<file path="src/pkg/aes_pkg.sv">
// Shared constants for the adaptive element shuffler
package aes_pkg;
  // Register port geometry
  localparam int          ADDR_W       = 12;             // Register address width
  localparam int          DATA_W       = 8;              // Register data width
  // Register offsets
  localparam logic [11:0] OFS_THR12    = 12'h342;        // Thresholds, rates one and two
  localparam logic [11:0] OFS_THR34    = 12'h343;        // Thresholds, rates three and four
  localparam logic [11:0] OFS_MRG_L    = 12'h107;        // Lower edge margin
  localparam logic [11:0] OFS_MRG_U    = 12'h108;        // Upper edge margin
  localparam logic [11:0] OFS_MRG_C    = 12'h109;        // Centre resonator offset
  // Reset values
  localparam logic [7:0]  RST_THR12    = 8'hf5;          // Every cycle, threshold 5
  localparam logic [7:0]  RST_THR34    = 8'hff;          // Both nibbles unused
  localparam logic [7:0]  RST_MRG_L    = 8'h05;          // Lower margin 5 MHz
  localparam logic [7:0]  RST_MRG_U    = 8'h05;          // Upper margin 5 MHz
  localparam logic [7:0]  RST_MRG_C    = 8'h00;          // Centre offset 0
  // Nibble fields
  localparam int          NIB_LO_LSB   = 0;              // Low nibble position
  localparam int          NIB_HI_LSB   = 4;              // High nibble position
  localparam logic [3:0]  NIB_UNUSED   = 4'hf;           // Never triggers
  localparam logic [3:0]  NIB_ALWAYS   = 4'h0;           // Always on
  // Quantizer and element geometry
  localparam int          QCODE_W      = 5;              // Signed code -8..+8
  localparam logic [3:0]  QCODE_MAX    = 4'h8;           // Peak magnitude
  localparam int          ELEM_N       = 16;             // Unit elements per DAC
  localparam int          ROT_W        = 4;              // Rotation index width
  // Timing counts
  localparam int          HOLD_CYCLES  = 64;             // Post-trigger hold, ADC cycles
  localparam int          HOLD_W       = 16;             // Hold counter width
  // Pseudorandom source
  localparam int          LFSR_W       = 16;             // Shift register width
  localparam logic [15:0] LFSR_TAPS    = 16'hb400;       // Maximal-length Galois taps
  localparam logic [15:0] LFSR_SEED    = 16'h0001;       // Non-zero start state
endpackage

</file>
<file path="src/hw/aes_lfsr.sv">
// Galois shift register feeding the element permutation
`timescale 1ns/1ps
`default_nettype none
module aes_lfsr #(
  parameter int          WIDTH = 16,
  parameter logic [15:0] TAPS  = 16'hb400,
  parameter logic [15:0] SEED  = 16'h0001
) (
  // Clock and reset
  input  wire logic             sys_clk,
  input  wire logic             rst,
  // Advance strobe
  input  wire logic             step,
  // Current state
  output logic [WIDTH-1:0]      state
);
  import aes_pkg::*;

  logic [WIDTH-1:0] state_reg;   // Shift register
  logic [WIDTH-1:0] state_next;  // Next shift value

  // Advance only on step; zero state can never be reached from seed
  always_comb begin
    state_next = state_reg;
    if (step) begin
      state_next = state_reg[0] ? ((state_reg >> 1) ^ TAPS[WIDTH-1:0]) : (state_reg >> 1);
    end
  end

  // Register stage
  always_ff @(posedge sys_clk) begin
    if (rst) begin
      state_reg <= SEED[WIDTH-1:0];
    end else begin
      state_reg <= state_next;
    end
  end

  assign state = state_reg;
endmodule
`default_nettype wire

</file>
<file path="src/hw/aes_shuffler.sv">
// Adaptive element shuffler: threshold trigger, hold, rate divider, element selection
`timescale 1ns/1ps
`default_nettype none
module aes_shuffler #(
  parameter int HOLD = aes_pkg::HOLD_CYCLES
) (
  // Clock and reset
  input  wire logic                          sys_clk,
  input  wire logic                          rst,
  // Register port
  input  wire logic [aes_pkg::ADDR_W-1:0]    reg_addr,
  input  wire logic [aes_pkg::DATA_W-1:0]    reg_wdata,
  input  wire logic                          reg_wr,
  input  wire logic                          reg_rd,
  output logic      [aes_pkg::DATA_W-1:0]    reg_rdata,
  output logic                               reg_rvalid,
  // Quantizer input
  input  wire logic signed [aes_pkg::QCODE_W-1:0] quant_code,
  // Feedback DAC side
  output logic      [aes_pkg::ELEM_N-1:0]    elem_enable,
  output logic                               shuffle_active,
  // Margin parameters toward resonator tuning
  output logic      [aes_pkg::DATA_W-1:0]    lower_edge_margin,
  output logic      [aes_pkg::DATA_W-1:0]    upper_edge_margin,
  output logic      [aes_pkg::DATA_W-1:0]    centre_resonator_offset
);
  import aes_pkg::*;

  localparam logic [HOLD_W-1:0] HOLD_LOAD = HOLD_W'(HOLD);  // Hold reload value

  // Configuration state
  logic [7:0] thr12_reg, thr12_next;    // Rates one and two
  logic [7:0] thr34_reg, thr34_next;    // Rates three and four
  logic [7:0] mrg_l_reg, mrg_l_next;    // Lower edge margin
  logic [7:0] mrg_u_reg, mrg_u_next;    // Upper edge margin
  logic [7:0] mrg_c_reg, mrg_c_next;    // Centre offset
  logic [7:0] rdata_reg, rdata_next;    // Read data
  logic       rvalid_reg, rvalid_next;  // Read answer strobe
  // Shuffling state
  logic [HOLD_W-1:0] hold_reg, hold_next;  // Post-trigger hold
  logic [1:0]        div_reg, div_next;    // Rate divider
  logic [ROT_W-1:0]  rot_reg, rot_next;    // Rotation of element pointer
  logic [ELEM_N-1:0] elem_reg, elem_next;  // Element enables
  logic              act_reg, act_next;    // Shuffler active
  // Decoded configuration
  logic              cfg_on;               // Some nibble in use
  logic [1:0]        rate_code;            // Interval minus one
  logic [3:0]        cur_thr;              // Active threshold
  logic [3:0]        peak;                 // Current code magnitude
  logic              trig;                 // Peak meets threshold
  logic              tick;                 // Reshuffle interval strobe
  logic [LFSR_W-1:0] lfsr_state;           // Pseudorandom source
  logic [4:0]        fill_cnt;             // Elements to switch on, code plus 8

  // Magnitude of a signed quantizer code, clamped to the peak
  function automatic logic [3:0] code_mag(input logic signed [QCODE_W-1:0] c);
    logic [QCODE_W-1:0] m;
    m = c[QCODE_W-1] ? QCODE_W'(-c) : QCODE_W'(c);
    return (m > QCODE_W'(QCODE_MAX)) ? QCODE_MAX : m[3:0];
  endfunction

  // First nibble not set to unused picks rate and threshold
  function automatic logic [6:0] pick_cfg(input logic [7:0] a, input logic [7:0] b);
    if (a[NIB_LO_LSB +: 4] != NIB_UNUSED) return {1'b1, 2'd0, a[NIB_LO_LSB +: 4]};
    if (a[NIB_HI_LSB +: 4] != NIB_UNUSED) return {1'b1, 2'd1, a[NIB_HI_LSB +: 4]};
    if (b[NIB_LO_LSB +: 4] != NIB_UNUSED) return {1'b1, 2'd2, b[NIB_LO_LSB +: 4]};
    if (b[NIB_HI_LSB +: 4] != NIB_UNUSED) return {1'b1, 2'd3, b[NIB_HI_LSB +: 4]};
    return {1'b0, 2'd0, NIB_UNUSED};
  endfunction

  // Register read decode; unmapped reads return zero
  function automatic logic [7:0] rd_mux(input logic [ADDR_W-1:0] a, input logic [7:0] t12,
                                        input logic [7:0] t34, input logic [7:0] ml,
                                        input logic [7:0] mu, input logic [7:0] mc);
    unique case (a)
      OFS_THR12: return t12;
      OFS_THR34: return t34;
      OFS_MRG_L: return ml;
      OFS_MRG_U: return mu;
      OFS_MRG_C: return mc;
      default:   return 8'h00;
    endcase
  endfunction

  // Register writes and registered read answer
  always_comb begin
    thr12_next  = thr12_reg;
    thr34_next  = thr34_reg;
    mrg_l_next  = mrg_l_reg;
    mrg_u_next  = mrg_u_reg;
    mrg_c_next  = mrg_c_reg;
    rvalid_next = reg_rd;
    rdata_next  = reg_rd ? rd_mux(reg_addr, thr12_reg, thr34_reg, mrg_l_reg, mrg_u_reg, mrg_c_reg) : rdata_reg;
    if (reg_wr) begin
      unique case (reg_addr)
        OFS_THR12: thr12_next = reg_wdata;
        OFS_THR34: thr34_next = reg_wdata;
        OFS_MRG_L: mrg_l_next = reg_wdata;
        OFS_MRG_U: mrg_u_next = reg_wdata;
        OFS_MRG_C: mrg_c_next = reg_wdata;
        default:   ;  // Writes elsewhere dropped
      endcase
    end
  end

  // Register file storage
  always_ff @(posedge sys_clk) begin
    if (rst) begin
      thr12_reg  <= RST_THR12;
      thr34_reg  <= RST_THR34;
      mrg_l_reg  <= RST_MRG_L;
      mrg_u_reg  <= RST_MRG_U;
      mrg_c_reg  <= RST_MRG_C;
      rdata_reg  <= 8'h00;
      rvalid_reg <= 1'b0;
    end else begin
      thr12_reg  <= thr12_next;
      thr34_reg  <= thr34_next;
      mrg_l_reg  <= mrg_l_next;
      mrg_u_reg  <= mrg_u_next;
      mrg_c_reg  <= mrg_c_next;
      rdata_reg  <= rdata_next;
      rvalid_reg <= rvalid_next;
    end
  end

  // Decode rate and threshold; priority favours the fastest rate if software misconfigures
  assign {cfg_on, rate_code, cur_thr} = pick_cfg(thr12_reg, thr34_reg);
  assign peak = code_mag(quant_code);
  // Zero is always on; anything above the peak can never be met
  assign trig = cfg_on && ((cur_thr == NIB_ALWAYS) || (peak >= cur_thr));
  assign tick = (div_reg == 2'd0);

  aes_lfsr #(
    .WIDTH (LFSR_W),
    .TAPS  (LFSR_TAPS),
    .SEED  (LFSR_SEED)
  ) u_lfsr (
    .sys_clk (sys_clk),
    .rst     (rst),
    .step    (tick),
    .state   (lfsr_state)
  );

  // Hold, divider, rotation and element map
  always_comb begin
    div_next  = tick ? rate_code : 2'(div_reg - 2'd1);
    hold_next = hold_reg;
    if (!cfg_on) begin
      hold_next = '0;
    end else if (trig) begin
      hold_next = HOLD_LOAD;
    end else if (hold_reg != '0) begin
      hold_next = HOLD_W'(hold_reg - 1'b1);
    end
    act_next = cfg_on && (trig || (hold_reg != '0));
    // Pointer frozen at zero when idle so elements stay in fixed order
    if (!act_next) begin
      rot_next = '0;
    end else if (tick) begin
      rot_next = lfsr_state[ROT_W-1:0];
    end else begin
      rot_next = rot_reg;
    end
    // Thermometer of code+8 starting at the rotated pointer
    // Unsigned sum on purpose: a signed 5-bit +16 would wrap negative at full scale
    fill_cnt  = 5'($unsigned(quant_code) + 5'd8);
    elem_next = '0;
    for (int i = 0; i < ELEM_N; i++) begin
      if (5'(i) < fill_cnt) begin
        elem_next[ROT_W'(rot_next + ROT_W'(i))] = 1'b1;
      end
    end
  end

  // Shuffling state storage
  always_ff @(posedge sys_clk) begin
    if (rst) begin
      hold_reg <= '0;
      div_reg  <= 2'd0;
      rot_reg  <= '0;
      elem_reg <= '0;
      act_reg  <= 1'b0;
    end else begin
      hold_reg <= hold_next;
      div_reg  <= div_next;
      rot_reg  <= rot_next;
      elem_reg <= elem_next;
      act_reg  <= act_next;
    end
  end

  assign reg_rdata               = rdata_reg;
  assign reg_rvalid              = rvalid_reg;
  assign elem_enable             = elem_reg;
  assign shuffle_active          = act_reg;
  assign lower_edge_margin       = mrg_l_reg;
  assign upper_edge_margin       = mrg_u_reg;
  assign centre_resonator_offset = mrg_c_reg;
endmodule
`default_nettype wire

</file>
<file path="config.mk">
export PLATFORM = sky130hd
export DESIGN_NAME = aes_shuffler
export DESIGN_NICKNAME = d
export VERILOG_FILES = /design/src/pkg/aes_pkg.sv /design/src/hw/aes_lfsr.sv /design/src/hw/aes_shuffler.sv
export SDC_FILE = /design/constraint.sdc
export NUM_CORES = 1
export LEC_CHECK = 0
export BUFFER_PORTS_ARGS = -buffer_cell sky130_fd_sc_hd__buf_4
export CAP_MARGIN = 0
export CELL_PAD_IN_SITES_DETAIL_PLACEMENT = 0
export CELL_PAD_IN_SITES_GLOBAL_PLACEMENT = 1
export CORE_MARGIN = 4
export CORE_UTILIZATION = 40
export DETAILED_ROUTE_END_ITERATION = 16
export GPL_TIMING_DRIVEN = 0
export PLACE_DENSITY_LB_ADDON = 0.1
export RECOVER_POWER = 25
export SLEW_MARGIN = 15
export SYNTH_ARGS = -nofsm -noshare
export SYNTH_HDL_FRONTEND = slang
export SYNTH_SLANG_ARGS = --single-unit
</file>
<file path="constraint.sdc">
create_clock -name sys_clk -period 6.4 [get_ports sys_clk]
set_clock_uncertainty 0.1 [all_clocks]
set_input_delay 1.28 -clock sys_clk [delete_from_list [all_inputs] [get_ports sys_clk]]
set_output_delay 1.28 -clock sys_clk [all_outputs]
set_load 0.02 [all_outputs]
</file>
Yosys cells after proc, flatten, opt, wreduce, memory -nomap -nowiden

Cells that the tools add are included.

Shift-type cells: 0
Reduce and logical (&&, ||, !) cells: 31
Bitwise gates (word level): 17
$mul: 0
$add $sub $neg: 19
Mux-type cells: 75
Divide/modulo/power cells: 0
Eq/ne operators: 9
Magnitude comparators: 50

Operator list:

| kind                  | count |
|---|---|
| $mux 16               | 17 |
| $or 16x16->16         | 15 |
| $lt 4x5->1 const B    | 16 |
| $mux 7                | 10 |
| $demux 1 s4           | 16 |
| $ge 4x1->1 const B    | 16 |
| $lt 4x5->1 const A    | 8 |
| $pmux 8 s5            | 1 |
| $eq 12x9->1 const B   | 3 |
| $add 4x4->4 const B   | 8 |
| $mux 1                | 26 |
| $eq 12x10->1 const B  | 2 |
| $lt 3x5->1 const A    | 4 |
| $logic_and 1x1->1     | 18 |
| $add 4x3->4 const B   | 4 |
| $ne 4x4->1 const B    | 4 |
| $reduce_bool 16->1    | 1 |
| $sub 16x1->16 const B | 1 |
| $mux 4                | 3 |
| $lt 1x5->1 const A    | 2 |
| $lt 2x5->1 const A    | 2 |
| $reduce_and 2->1      | 5 |
| $add 4x2->4 const B   | 2 |
| $add 5x4->5 const B   | 1 |
| other kinds (15)      | 16 |

Bits in writable memories: 0
Memories kept: 0
ROM bits: 0
Word-level logic and storage cells: 215
Flip-flop bits (word level): 104
Bits in latches: 0

Logic depth before layout (Yosys ltp)

Depth after elaboration: 53
Gate-level depth with buffers: 28

Hierarchy

A second synthesis with hierarchy kept.

Cells, all modules: 858
Area total of the unflattened synthesis: 6731.5 um2

Modules (own cells, without submodules):

| module       | cells an instance | area each (um2) | times used |
|---|---|---|---|
| aes_shuffler | 803               | 6109.6          | 1 |
| aes_lfsr     | 55                | 621.8           | 1 |

Worst setup path after synthesis

No wires, ideal clock.

Kind: input-to-reg
From: in quant_code[0] (netlist bit)
To: reg elem_reg[0], in the netlist elem_enable[0]
Stages: 25
Required time: 6.167 ns
Library setup time: 0.133 ns
Setup slack: -0.132 ns
Arrival: 6.300 ns
Cells stage by stage: clkbuf_1 > inv_1 > ha_1 > nor4_1 > o21ai_0 > o31a_1 > nand2_1 > nand2_1 > ha_1 > nand2b_1 > a211o_1 > a2111oi_4 > o41a_1 > buf_6 > nor2_2 > nand2_1 > ha_1 > o21ai_1 > a311o_1 > a221oi_4 > nor4_2 > a222oi_1 > nand2_1 > a2111oi_2 > a31oi_1

Cells in the longest elaborated chain, start to end: 45
Elaborated cells on any way between the ends: 153
Classes of those cells: add/sub (17); order compare (50); mux (51); bitwise (15); reduce/logical (20)

Ends and longest elaborated chain:

| what                           | line                | source |
|---|---|---|
| start: declaration             | aes_shuffler.sv:18  | `input wire logic signed [aes_pkg::QCODE_W-1:0] quant_code,` |
| $neg 5->5                      | aes_shuffler.sv:58  | `m = c[QCODE_W-1] ? QCODE_W'(-c) : QCODE_W'(c);` |
| $mux 5                         | aes_shuffler.sv:58  |  |
| $gt 5x4->1                     | aes_shuffler.sv:59  | `return (m > QCODE_W'(QCODE_MAX)) ? QCODE_MAX : m[3:0];` |
| $mux 4                         | aes_shuffler.sv:59  |  |
| $ge 4x4->1                     | aes_shuffler.sv:131 | `assign trig = cfg_on && ((cur_thr == NIB_ALWAYS) \|\| (peak >= cur_thr));` |
| $logic_or 1x1->1               | aes_shuffler.sv:131 |  |
| $logic_and 1x1->1              | aes_shuffler.sv:131 |  |
| $logic_or 1x1->1               | aes_shuffler.sv:156 | `act_next = cfg_on && (trig \|\| (hold_reg != '0));` |
| [... 29 more ...]              | --                  |  |
| $or 16x16->16 (no source line) | --                  |  |
| $mux 16                        | aes_shuffler.sv:170 | `if (5'(i) < fill_cnt) begin` |
| $or 16x16->16 (no source line) | --                  |  |
| $mux 16                        | aes_shuffler.sv:170 |  |
| $or 16x16->16 (no source line) | --                  |  |
| $mux 16                        | aes_shuffler.sv:170 |  |
| $or 16x16->16 (no source line) | --                  |  |
| $mux 16 *                      | aes_shuffler.sv:170 |  |
| end signal: assignment         | aes_shuffler.sv:188 | `elem_reg <= elem_next;` |
| end: declaration               | aes_shuffler.sv:43  | `logic [ELEM_N-1:0] elem_reg, elem_next;` |

Every way passes the cells marked *; elsewhere a longest branch is shown, timed or not.
A chain may end at the register's enable or synchronous reset.

Final worst setup path

Same ends and word-level chain as after synthesis.

==> run_results.csv <==
group,metric,value,unit
power_and_ir_drop,irDropWorstVdd,240,uV
cells_and_area,final_core_util,48.2,%
floorplanning,fp-row-count,47,
sta,setup_ws,0.239,ns
synthesis,synth_flop_cell,"dfxtp_1",
clocking,cts_tree,"built",
synthesis,ys_types,82,
synthesis,ys_seq_elements,104,
critical_path,critPathArrivalTime,6.29,ns
global_routing,overflow,0,
critical_path,cp-end-kind,"flop",
sta,finalHoldViolCount,0,
cells_and_area,syn_to_final_growth,17.9,%
drt,antenna_left,0,
synthesis,syn_nets,916,
critical_path,worstReg2RegStart,"thr12_reg[4]",
cells_and_area,drive_above_1_share,13.8,%
critical_path,crit_family,"compound AO/OA/AOI/OAI gates",
placed_design,pre_cts_ws,-1.06,ns
sta,tightestPinTransition,1.13,ns
worst_hold_path,hold_depth,2,
drt,drcViolationCount,0,
sta,whs,0.351,ns
critical_path,cpMostUsedCell,"nand2_1",
sta,finalSetupViolations,0,
synthesis,syn_area,6770,sq um
critical_path,worstPathMaxFanout,9,
global_routing,antenna_found_initial,2,
synthesis,synth_top_cell_by_area,"dfxtp_1",
cells_and_area,diodes,0,
worst_hold_path,min_path_type,"flop to flop",
sta,slew_headroom,24.7,%
synthesis,synthArstFlopShare,0,%
synthesis,synth.top_cells.by_count,"nor2_1, nand2_1, dfxtp_1, nor3_1",
critical_path,r2r_cells,21,
critical_path,r2r_slack,0.86,ns
clocking,root_buffer,"clkbuf_16",
floorplanning,core,16600,sq um
drt,wire_per_inst,20.9,microns
drt,routed_via_density,6.11,
floorplanning,io_pins,79,
floorplanning,fp.dieH,138,microns
cells_and_area,multiInputGateArea,4430,sq um
sta,drv_slew,0,
global_routing,grt_max_degree,19,
placed_design,gp_congestion,0.929,
floorplanning,die_area,19100,sq um
clocking,clock_latency,0.37,ns
synthesis,synth_edf_count,0,
critical_path,regToRegEndpoint,"elem_enable[0]",
floorplanning,initial_utilization,40.8,%
clocking,clk_path_buf_depth,2,
clocking,path_clk_slew,0.07,ns
outcome,status,"complete, no violations",
worst_hold_path,hold_end,"u_lfsr.state[14]",
worst_hold_path,hp-start,"u_lfsr.state[15]",
critical_path,slowest_stage,"a311o_1",
synthesis,yosys.cell_count.top_type,"nor2_1",
drt,firstDrtPassIters,6,
drt,vias,7329,
drt,drtIter0Drc,907,
placed_design,dp_hpwl,18300,microns
power_and_ir_drop,total_power,0.00224,W
critical_path,criticalPathCategory,"input port to flop",
global_routing,grt_pass1_wl,38800,microns
synthesis,syn_inst,873,
cells_and_area,finalNetCount,1017,
power_and_ir_drop,p_leak,3.13,nW
cells_and_area,nFillCells,1777,
critical_path,crit_path_start_kind,"input port",
clocking,htree_levels,3,
placed_design,numPortBuffers,74,
sta,fmaxAchievable,162,MHz
sta,post-route-period-util,96.3,%
synthesis,synth_top_area_share,30.7,%
clocking,cts_sinks,104,
drt,drt-total-wl,25000,microns
synthesis,ys_warn_count,0,
sta,period_needed,6.16,ns
global_routing,grt_pass1_vias,6778,
critical_path,critPathBufInv,4,
critical_path,critPathRequiredTime,6.53,ns
synthesis,syn_avg_cell_area,7.76,sq um
power_and_ir_drop,p_per_area,281,nW/um^2
critical_path,max_stage_delay,0.42,ns
synthesis,synth_seq_area_share,30.7,%
floorplanning,die_w,138,microns
synthesis,ys_top_cells_by_area,"dfxtp_1, nor2_1, nand2_1, mux2i_1, nor3_1",
cells_and_area,regArea,2080,sq um
clocking,cts_buffers,9,
run,drv_cap,0,
global_routing,track_usage,25.3,%
[placed cells by master (no fill, tap or decap), types with 17 or more instances in the layout]
master and count:
nor2_1 111, buf_4 62, a31oi_1 17, inv_1 24
nor3_1 45, clkbuf_1 71, o21ai_0 24, dfxtp_1 104
nand2_1 106, a21oi_1 41, mux2i_1 30, nand3_1 33
[routing by layer]
| metal | routed length (microns) | share of wire, % | vias up | track usage [%] |
|---|---|---|---|---|
| met5 | 27 | 0.11 | - | 0 |
| met2 | 10700 | 43 | 388 | 38.4 |
| met1 | 11100 | 44 | 3413 | 34.8 |
| li1 | - | - | 3456 | - |
| met4 | 693 | 2.8 | 4 | 7.96 |
| met3 | 2520 | 10 | 68 | 7.15 |
[worst max path at each step]
stage,start,endpoint,slack [ns],depth (start not counted)
global route,quant_code[0],elem_enable[1],-0.03,29
CTS,quant_code[0],elem_enable[8],0.03,26
finish,quant_code[0],elem_enable[0],0.24,26
global placement,quant_code[0],elem_enable[0],-1.12,25
floorplan,quant_code[0],elem_enable[0],0.07,25
detailed placement,quant_code[0],elem_enable[0],-1.06,25
[worst min-delay path, stage by stage (launching register included)]
cell and delay (ns):
dfxtp_1 0.31, nand2_1 0.05, a21oi_1 0.05
[area by class of cell]
type | count | area share [%]
Multi-Input combinational cell | 688 | 55.5
Inverter | 25 | 1.17
Tap cell | 220 | 3.45
Timing Repair Buffer | 90 | 7.00
Buffer | 56 | 3.20
Clock buffer | 10 | 2.99
Sequential cell | 104 | 26.1
Clock inverter | 6 | 0.627
[cell families after synthesis]
kind of cell	Yosys count	synth area share, %
and+or+nand+nor	380	27.7
AOI/OAI and AO/OA	239	26.1
DFF	104	30.7
buffers and inverters	81	5.02
muxes	34	5.12
xor gates and xnor gates	21	2.72
adders and majority gates	14	2.59
[metrics by stage]
step / TNS, ns / area (sq um) / cells
after floorplan: 0 / 6780 / 873
after global placement: -13.42 / 7610 / 1167
after detailed placement: -12.37 / 7610 / 1167
after CTS: 0 / 7970 / 1189
after global routing: -0.0748 / 7990 / 1199
final: 0 / 7990 / 1199
[power by group]
group / leakage, nW / internal, W / switching [W]
registers: 0.850 / 0.000719 / 0.0000463
clock network: 0.141 / 0.000280 / 0.000277
logic: 2.14 / 0.000347 / 0.000573
[what timing repair did]
item,4_1_cts,5_1_grt
resized for setup,6,18
setup buffers,6,10
pin swaps,5,8
endpoints found under the setup margin,16,16
hold buffers,0,0
Power figures use the tool's default switching activity.
